==> config.mk <==
export PLATFORM = sky130hd
export DESIGN_NAME = spi_status_buffers
export DESIGN_NICKNAME = d
export VERILOG_FILES = /design/src/verilog/spi_buf_pkg.sv /design/src/verilog/spi_status_buffers.sv
export SDC_FILE = /design/constraint.sdc
export NUM_CORES = 1
export LEC_CHECK = 0
export BUFFER_PORTS_ARGS = -buffer_cell sky130_fd_sc_hd__clkbuf_2
export CORE_MARGIN = 4
export CORE_UTILIZATION = 55
export DETAILED_ROUTE_END_ITERATION = 10
export GPL_ROUTABILITY_DRIVEN = 0
export PLACE_DENSITY = 0.74
export SLEW_MARGIN = 20
export SYNTH_ARGS = -nofsm -noshare
export SYNTH_HDL_FRONTEND = slang
export SYNTH_SLANG_ARGS = --single-unit
==> constraint.sdc <==
create_clock -name clk -period 3.3 [get_ports clk]
set_input_delay 0.165 -clock clk [delete_from_list [all_inputs] [get_ports clk]]
set_output_delay 0.165 -clock clk [all_outputs]
set_load 0.02 [all_outputs]
==> src/verilog/spi_buf_pkg.sv <==
// shared constants and carriers for the serial port status and data buffers
package spi_buf_pkg;
    // register byte addresses
    localparam logic [7:0] STATUS_OFF = 8'h00;
    localparam logic [7:0] TXBUF_OFF  = 8'h04;
    localparam logic [7:0] RXBUF_OFF  = 8'h08;
    localparam logic [7:0] DMACFG_OFF = 8'h0C;
    localparam logic [7:0] CTRL_OFF   = 8'h10;
    // port_status bit positions
    localparam int ST_DONE   = 0;
    localparam int ST_FAULT  = 1;
    localparam int ST_UNDER  = 2;
    localparam int ST_TXFULL = 3;
    localparam int ST_OVER   = 4;
    localparam int ST_RXFULL = 5;
    localparam int ST_COLL   = 6;
    // dma_configuration bit positions
    localparam int DC_ON     = 0;
    localparam int DC_DIR    = 1;
    localparam int DC_IRQ    = 2;
    localparam int DC_OVER   = 9;
    localparam int DC_UNDER  = 10;
    localparam int DC_FAULT  = 11;
    // port_control bit positions
    localparam int CT_ENABLE = 0;
    localparam int CT_MASTER = 1;
    localparam int CT_PACK   = 2;
    localparam int CT_ZERO   = 3;
    localparam int CT_DETECT = 4;
    localparam int CT_WL     = 5;
    // reset values
    localparam logic        DONE_RST = 1'b1;
    localparam logic [31:0] WORD_RST = 32'h0000_0000;
    // word length codes and bit counts
    localparam logic [1:0] WL_8  = 2'h0;
    localparam logic [1:0] WL_16 = 2'h1;
    localparam logic [5:0] BITS_8  = 6'h08;
    localparam logic [5:0] BITS_16 = 6'h10;
    localparam logic [5:0] BITS_32 = 6'h20;

    typedef struct packed {
        logic [7:0]  addr;
        logic [31:0] wdata;
        logic        wr;
        logic        rd;
    } reg_req_t;

    typedef struct packed {
        logic sclk;
        logic device_select_in_n;
        logic mosi;
    } link_in_t;
endpackage

==> src/verilog/spi_status_buffers.sv <==
// serial port status flags, transmit and receive buffers, dma control bits
// How it works
// RQ1: error bits clear only on written one
// RQ2: informational bits follow hardware, ignore writes
// RQ3: transfer done flag resets high, sets at end
// RQ4: master with select low raises mode fault
// RQ5: load without new data flags underrun
// RQ6: tx full sets on write, clears on load
// RQ7: word received while full flags overrun
// RQ8: rx full sets on load, clears on read
// RQ9: write during shifter load flags collision
// RQ10: packing sets rx full after two words
// RQ11: buffer access never stalls, overwrite allowed
// RQ12: tx buffer loads shifter before transfer
// RQ13: software avoids tx writes during tx dma
// RQ14: receive dma resends tx buffer contents
// RQ15: zero fill clears tx buffer after load
// RQ16: last tx write before load is sent
// RQ17: software writes tx only when empty
// RQ18: after underrun write when done falls
// RQ19: rx buffer loads at end, dma reads
// RQ20: dma error copies sticky until new dma
// RQ21: dma enable, direction, irq enable bits
// RQ22: mode fault drops master and enable
// RQ23: any error bit raises port interrupt
// RQ24: packing moves bytes on receive and transmit
// RQ25: reserved status bits read zero
`timescale 1ns/1ps
module spi_status_buffers (
    input  wire logic                  clk,
    input  wire logic                  reset,
    input  wire logic                  clk_en,
    input  wire spi_buf_pkg::reg_req_t reg_req,
    output logic [31:0]                rd_data,
    input  wire spi_buf_pkg::link_in_t link_in,
    output logic                       miso_out,
    output logic                       miso_oe,
    input  wire logic                  dma_tx_write,
    input  wire logic [31:0]           dma_tx_data,
    input  wire logic                  dma_rx_ack,
    input  wire logic                  dma_complete,
    output logic                       dma_tx_req,
    output logic                       dma_rx_req,
    output logic                       port_irq,
    output logic                       dma_irq
);
    import spi_buf_pkg::*;

    typedef struct packed {
        logic [2:0]  sclk_s;
        logic [2:0]  ds_s;
        logic [1:0]  mosi_s;
        logic        done;
        logic        fault;
        logic        under;
        logic        tx_full;
        logic        over;
        logic        rx_full;
        logic        coll;
        logic        port_enable;
        logic        master_select;
        logic        word_packing_on;
        logic        zero_fill_tx;
        logic        detect_on;
        logic [1:0]  wl;
        logic        dma_on;
        logic        dma_direction;
        logic        dma_done_irq_on;
        logic        dma_overrun_sticky;
        logic        dma_underrun_sticky;
        logic        dma_mode_fault_sticky;
        logic [31:0] transmit_buffer;
        logic [31:0] receive_buffer;
        logic [31:0] tx_shifter;
        logic [31:0] rx_shifter;
        logic [5:0]  bit_cnt;
        logic        tx_idx;
        logic        rx_idx;
        logic        miso_oe;
        logic [31:0] rd_data;
        logic        dma_tx_req;
        logic        dma_rx_req;
        logic        port_irq;
        logic        dma_irq;
    } state_t;

    state_t st;
    state_t next_st;
    logic   load_ev;
    logic   word_end;
    logic   fault_ev;
    logic   wr_tx;
    logic   rd_rx;
    logic   errs;

    function automatic logic [5:0] word_bits(input logic [1:0] wl);
        if (wl == WL_8)
            return BITS_8;
        else if (wl == WL_16)
            return BITS_16;
        else
            return BITS_32;
    endfunction

    function automatic logic [31:0] align_msb(input logic [31:0] d, input logic [1:0] wl);
        if (wl == WL_8)
            return {d[7:0], 24'h000000};
        else if (wl == WL_16)
            return {d[15:0], 16'h0000};
        else
            return d;
    endfunction

    always_comb begin
        logic       rise;
        logic       fall;
        logic       sel;
        logic       sel_fall;
        logic       slave_on;
        logic       wr_st;
        logic       wr_dc;
        logic       wr_ct;
        logic [5:0] nbits;
        logic [31:0] src;
        next_st = st;
        rise = st.sclk_s[1] & ~st.sclk_s[2];
        fall = ~st.sclk_s[1] & st.sclk_s[2];
        sel = ~st.ds_s[1];
        sel_fall = ~st.ds_s[1] & st.ds_s[2];
        slave_on = st.port_enable & ~st.master_select;
        nbits = word_bits(st.wl);
        src = 32'h0000_0000;
        wr_st = 1'b0;
        wr_dc = 1'b0;
        wr_ct = 1'b0;
        wr_tx = 1'b0;
        rd_rx = 1'b0;
        load_ev = 1'b0;
        word_end = 1'b0;
        fault_ev = 1'b0;
        next_st.sclk_s = {st.sclk_s[1:0], link_in.sclk};
        next_st.ds_s = {st.ds_s[1:0], link_in.device_select_in_n};
        next_st.mosi_s = {st.mosi_s[0], link_in.mosi};
        if (reg_req.addr == STATUS_OFF)
            wr_st = reg_req.wr;
        else if (reg_req.addr == TXBUF_OFF)
            wr_tx = reg_req.wr;
        else if (reg_req.addr == RXBUF_OFF)
            rd_rx = reg_req.rd;
        else if (reg_req.addr == DMACFG_OFF)
            wr_dc = reg_req.wr;
        else if (reg_req.addr == CTRL_OFF)
            wr_ct = reg_req.wr;
        // write one to clear; zero bits and read-only bits untouched
        if (wr_st) begin
            next_st.fault = st.fault & ~reg_req.wdata[ST_FAULT]; // RQ1 RQ2 RQ25
            next_st.under = st.under & ~reg_req.wdata[ST_UNDER]; // RQ1
            next_st.over = st.over & ~reg_req.wdata[ST_OVER]; // RQ1
            next_st.coll = st.coll & ~reg_req.wdata[ST_COLL]; // RQ1
        end
        if (wr_ct) begin
            next_st.port_enable = reg_req.wdata[CT_ENABLE] & ~next_st.fault; // RQ22
            next_st.master_select = reg_req.wdata[CT_MASTER] & ~next_st.fault; // RQ22
            next_st.word_packing_on = reg_req.wdata[CT_PACK]; // RQ24
            next_st.zero_fill_tx = reg_req.wdata[CT_ZERO];
            next_st.detect_on = reg_req.wdata[CT_DETECT];
            next_st.wl = reg_req.wdata[CT_WL+1:CT_WL];
        end
        if (wr_dc) begin
            next_st.dma_on = reg_req.wdata[DC_ON]; // RQ21
            next_st.dma_direction = reg_req.wdata[DC_DIR]; // RQ21
            next_st.dma_done_irq_on = reg_req.wdata[DC_IRQ]; // RQ21
            if (reg_req.wdata[DC_ON]) begin
                next_st.dma_overrun_sticky = st.dma_overrun_sticky & next_st.over; // RQ20
                next_st.dma_underrun_sticky = st.dma_underrun_sticky & next_st.under; // RQ20
                next_st.dma_mode_fault_sticky = st.dma_mode_fault_sticky & next_st.fault; // RQ20
            end
        end
        if (st.detect_on && st.master_select && st.port_enable && !st.ds_s[1]) begin
            fault_ev = 1'b1;
            next_st.fault = 1'b1; // RQ4
            next_st.port_enable = 1'b0; // RQ22
            next_st.master_select = 1'b0; // RQ22
            if (st.dma_on)
                next_st.dma_mode_fault_sticky = 1'b1; // RQ20
        end
        if (rd_rx || dma_rx_ack)
            next_st.rx_full = 1'b0; // RQ8 RQ19
        if (!(slave_on && sel))
            next_st.bit_cnt = 6'h00;
        else if (sel_fall)
            load_ev = 1'b1; // RQ12 RQ14
        else if (rise) begin
            next_st.rx_shifter = {st.rx_shifter[30:0], st.mosi_s[1]};
            next_st.bit_cnt = st.bit_cnt + 6'h01;
            if (st.bit_cnt + 6'h01 == nbits)
                word_end = 1'b1;
        end else if (fall)
            next_st.tx_shifter = {st.tx_shifter[30:0], 1'b0};
        if (word_end) begin
            next_st.done = 1'b1; // RQ3
            next_st.bit_cnt = 6'h00;
            src = st.word_packing_on ? {st.receive_buffer[23:0], next_st.rx_shifter[7:0]}
                                     : next_st.rx_shifter; // RQ24
            if (st.rx_full) begin
                next_st.over = 1'b1; // RQ7
                if (st.dma_on && st.dma_direction)
                    next_st.dma_overrun_sticky = 1'b1; // RQ20
            end else begin
                next_st.receive_buffer = src; // RQ19
                next_st.rx_idx = st.word_packing_on & ~st.rx_idx;
                if (!st.word_packing_on || st.rx_idx)
                    next_st.rx_full = 1'b1; // RQ8 RQ10
            end
        end
        if (load_ev) begin
            next_st.rx_shifter = WORD_RST;
            if (st.word_packing_on) begin
                src = st.tx_idx ? {24'h000000, st.transmit_buffer[15:8]}
                                : {24'h000000, st.transmit_buffer[7:0]}; // RQ24
                next_st.tx_idx = ~st.tx_idx;
            end else
                src = st.transmit_buffer;
            next_st.tx_shifter = align_msb(src, st.wl); // RQ12
            if (!st.word_packing_on || st.tx_idx) begin
                next_st.done = 1'b0;
                if (!st.tx_full) begin
                    next_st.under = 1'b1; // RQ5
                    if (st.dma_on && !st.dma_direction)
                        next_st.dma_underrun_sticky = 1'b1; // RQ20
                end
                next_st.tx_full = 1'b0; // RQ6
                if (st.zero_fill_tx)
                    next_st.transmit_buffer = WORD_RST; // RQ15
                if (wr_tx)
                    next_st.coll = 1'b1; // RQ9
            end
        end
        // newest write wins over older data and over a load in the same cycle
        if (wr_tx) begin
            next_st.transmit_buffer = reg_req.wdata; // RQ11 RQ16
            next_st.tx_full = 1'b1; // RQ6
        end else if (dma_tx_write && st.dma_on && !st.dma_direction) begin
            next_st.transmit_buffer = dma_tx_data; // RQ13
            next_st.tx_full = 1'b1; // RQ6
        end
        next_st.miso_oe = slave_on & sel;
        next_st.dma_tx_req = st.dma_on & ~st.dma_direction & ~next_st.tx_full;
        next_st.dma_rx_req = st.dma_on & st.dma_direction & next_st.rx_full; // RQ19
        next_st.port_irq = next_st.fault | next_st.under | next_st.over | next_st.coll
                           | next_st.dma_overrun_sticky | next_st.dma_underrun_sticky
                           | next_st.dma_mode_fault_sticky; // RQ23
        next_st.dma_irq = dma_complete & st.dma_done_irq_on; // RQ21
        next_st.rd_data = 32'h0000_0000;
        if (!reg_req.rd)
            next_st.rd_data = 32'h0000_0000;
        else if (reg_req.addr == STATUS_OFF)
            next_st.rd_data = {25'h0000000, st.coll, st.rx_full, st.over, st.tx_full,
                               st.under, st.fault, st.done}; // RQ25
        else if (reg_req.addr == TXBUF_OFF)
            next_st.rd_data = st.transmit_buffer; // RQ12
        else if (reg_req.addr == RXBUF_OFF)
            next_st.rd_data = st.receive_buffer; // RQ11
        else if (reg_req.addr == DMACFG_OFF)
            next_st.rd_data = {20'h00000, st.dma_mode_fault_sticky, st.dma_underrun_sticky,
                               st.dma_overrun_sticky, 6'h00, st.dma_done_irq_on,
                               st.dma_direction, st.dma_on};
        else if (reg_req.addr == CTRL_OFF)
            next_st.rd_data = {25'h0000000, st.wl, st.detect_on, st.zero_fill_tx,
                               st.word_packing_on, st.master_select, st.port_enable};
    end

    always_ff @(posedge clk) begin
        if (reset) begin
            st <= '0;
            st.sclk_s <= 3'h0;
            st.ds_s <= 3'h7;
            st.done <= DONE_RST; // RQ3
            st.transmit_buffer <= WORD_RST;
            st.receive_buffer <= WORD_RST;
        end else if (clk_en) begin
            st <= next_st;
        end
    end

    assign rd_data = st.rd_data;
    assign miso_out = st.tx_shifter[31];
    assign miso_oe = st.miso_oe;
    assign dma_tx_req = st.dma_tx_req;
    assign dma_rx_req = st.dma_rx_req;
    assign port_irq = st.port_irq;
    assign dma_irq = st.dma_irq;
    assign errs = st.fault | st.under | st.over | st.coll;
endmodule
==> flow_summary.json <==
{
  "fp.dieW_um": 143,
  "num_rows": 49,
  "period_needed_ns": 3.04,
  "arrival_ns": 3.49,
  "r2r_start": "st[185]$_SDFFE_PP0P_",
  "ff2ff_path_depth": 8,
  "syn2layout_area_growth_pct": 18.8,
  "rsz0062_at_grt": "no",
  "ys_ff_latch": 201,
  "fillers": 1500,
  "status": "finished clean",
  "post-route-period-util_pct": 92.1,
  "slew_viol_final": 0,
  "firstDrtPassIters": 6,
  "tightest_slew_ns": 0.969,
  "async_flop_share_pct": 0,
  "yosysTopAreaCellShare_pct": 40.0,
  "crit_chain": "and4bb_2, a21boi_0, nand2_1, a21oi_4, buf_12, nor2_1, a311oi_1, dlygate4sd3_1",
  "cts_buffers": 23,
  "seq_area_mm2": 0.00403,
  "synthesis.area_mm2": 0.0100,
  "setup_violations": 0,
  "wl_um": 31100,
  "vdd_drop_max_mv": 0.436,
  "grt_start_max_net_pins": 165,
  "vias": 10100,
  "clk-insertion-delay-late_ns": 0.51,
  "maxCapViolCount": 0,
  "path_max_fanout": 64,
  "cts_buffer_depth": 3,
  "dp_cells": 1499,
  "initialDrtViolationCount": 1224,
  "synth_common_cells": "201 x dfxtp_1, 195 x nor2_1, 148 x nand2_1",
  "placed_area_mm2": 0.0104,
  "skew_ns": 0.00835,
  "grt_overflow_total": 0,
  "yosys_warnings": 0,
  "synthTopCellsByArea": "dfxtp_1 40%, nor2_1 7.3%, nand2_1 5.5%",
  "ctsResizeCount": 0,
  "ant_nets": 0,
  "finalHoldViolCount": 0,
  "synth_edf_count": 0,
  "hold_class": "in -> reg",
  "reg2reg_to": "st[160]$_SDFFE_PP0P_",
  "synth_seq_area_share_pct": 40.0,
  "die_area_mm2": 0.0205,
  "tritoncts": "built",
  "boundaryPins": 121,
  "fin_area_mm2": 0.0119,
  "crit_family": "buffers and inverters",
  "power_mw": 5.42,
  "clk_pin_slew_ns": 0.06,
  "cp.depth": 8,
  "grt_antenna_before_repair": 0,
  "syn_nets": 1355,
  "rrSetupSlack_ns": 0.26,
  "cts_root_buf": "clkbuf_16",
  "synth_area_per_cell_um2": 7.91,
  "startpoint": "st[185]$_SDFFE_PP0P_",
  "multi_input_area_mm2": 0.00530,
  "cp_slowest_cell": "and4bb_2",
  "grt_pass1_wl_um": 49000,
  "fmaxAchievable_mhz": 329,
  "critical_path.max_stage_delay_ns": 0.64,
  "pwr_density_cell_mw_per_mm2": 454,
  "grt_pass1_vias": 9236,
  "crit_end": "st[160]$_SDFFE_PP0P_",
  "core_mm2": 0.0180,
  "layout.nets": 1449,
  "tns_ns": 0,
  "io_buffers": 120,
  "post-synth-top-count-cell": "dfxtp_1",
  "cp-start-kind": "register",
  "diodes": 0,
  "grt_util_all_layers_pct": 29.4,
  "die-height_um": 143,
  "finalNonFillerCells": 1609,
  "p_leak_nw": 4.43,
  "syn_inst": 1270,
  "wl_per_cell_um": 19.3,
  "critPathBufInv": 2,
  "cts_sinks": 201,
  "ys_types": 64,
  "drc_errors": 0,
  "netlist.top_cell.by_area": "dfxtp_1",
  "slew_headroom_pct": 35.4,
  "start_util_pct": 55.9,
  "cts-htree-levels": 1,
  "endpoint_kind": "register",
  "dpl.hpwl_um": 19600,
  "criticalPathCategory": "reg -> reg",
  "synth_flop_cell": "dfxtp_1",
  "drive_gt1_share_pct": 15.0,
  "crit_required_ns": 3.75,
  "vias_per_cell": 6.26
}
[final cells by class]
cell class,instances,share of cell area [%]
multi-input combinational,915,44.4
clock inverter,7,1.18
inverter,13,0.409
clock buffer,34,5.50
sequential,201,33.7
tap,229,2.40
timing repair buffer,210,12.4
[cells by family after synthesis]
logic type               after synthesis  synth area share, %
multiplexers                          54                 5.48
buffers and inverters                154                 7.43
AND/OR/NAND/NOR                      503                 23.0
AO/OA/AOI/OAI                        353                 23.5
flip-flops                           201                 40.0
XOR/XNOR                               3                0.262
adder cells (fa/ha/maj)                2                0.249
[layout by cell type (no fill, tap or decap), types with 5 or more instances in the layout]
| cell type | synthesis | layout |
|---|---|---|
| a211oi_1 | 34 | 34 |
| a21oi_1 | 80 | 79 |
| a22oi_1 | 59 | 59 |
| a2bb2oi_1 | 24 | 24 |
| a311oi_1 | 34 | 34 |
| buf_4 | 41 | 20 |
| clkbuf_1 | 80 | 7 |
| clkbuf_16 | 0 | 23 |
| clkbuf_2 | 3 | 119 |
| dfxtp_1 | 201 | 200 |
| dlygate4sd3_1 | 0 | 69 |
| inv_1 | 11 | 11 |
| mux2_2 | 8 | 8 |
| mux2i_1 | 46 | 46 |
| nand2_1 | 148 | 148 |
| nand2b_1 | 29 | 29 |
| nand3_1 | 49 | 49 |
| nand4_1 | 41 | 41 |
| nor2_1 | 195 | 192 |
| nor3b_1 | 5 | 5 |
| o21ai_0 | 79 | 79 |
| o22ai_1 | 9 | 9 |
[flip-flops by register name, summed over array words and instances, names as in the netlist]
register	flops
dma_irq	1
dma_rx_req	1
dma_tx_req	1
miso_oe	1
miso_out	1
next_st	5
port_irq	1
rd_data	32
st	158
[routing by layer]
layer / global-route usage (%) / share of wire (%) / vias up
li1: - / - / 4729
met1: 39.6 / 41 / 4761
met2: 48.5 / 46 / 495
met3: 3.95 / 8.4 / 95
met4: 10.1 / 4.0 / 0
met5: 0 / 0 / -
[report_power, final]
| group | switching, mW | internal (mW) |
|---|---|---|
| registers | 0.00986 | 2.44 |
| clock network | 1.02 | 1.69 |
| logic | 0.160 | 0.109 |
[tightest hold or removal path, stage by stage]
cell	delay, ns
clkbuf_2	0.12
nand4_1	0.10
a31oi_1	0.09
[stage by stage]
| stage | setup WS, ns | hold slack [ns] | utilization (%) |
|---|---|---|---|
| 2_1_floorplan | 1.24 | 0.293 | - |
| 3_3_place_gp | 0.717 | 0.384 | 58.1 |
| 3_5_place_dp | 0.613 | 0.401 | 58.1 |
| 4_1_cts | 0.363 | 0.00139 | 66.4 |
| 5_1_grt | 0.0130 | 0.0256 | 66.4 |
| 6_report | 0.260 | 0.0167 | 66.4 |
[how the worst min path moves through the flow]
stage / start / endpoint / depth (start not counted) / slack [ns]
floorplan: link_in[1] / next_st[196]$_SDFFE_PP1P_ / 2 / 0.29
global placement: link_in[1] / next_st[196]$_SDFFE_PP1P_ / 3 / 0.38
detailed placement: link_in[1] / next_st[196]$_SDFFE_PP1P_ / 3 / 0.40
CTS: reg_req[0] / rd_data[0]$_SDFFE_PP0P_ / 3 / 0.001
global route: reg_req[0] / rd_data[0]$_SDFFE_PP0P_ / 3 / 0.03
finish: reg_req[0] / rd_data[0]$_SDFFE_PP0P_ / 3 / 0.02
[timing repair]
item | CTS | global route
endpoints found under the hold margin | 41 | 0
setup buffers | 0 | 0
hold buffers | 69 | 0
Note: power is estimated with default switching activity, not from simulation.
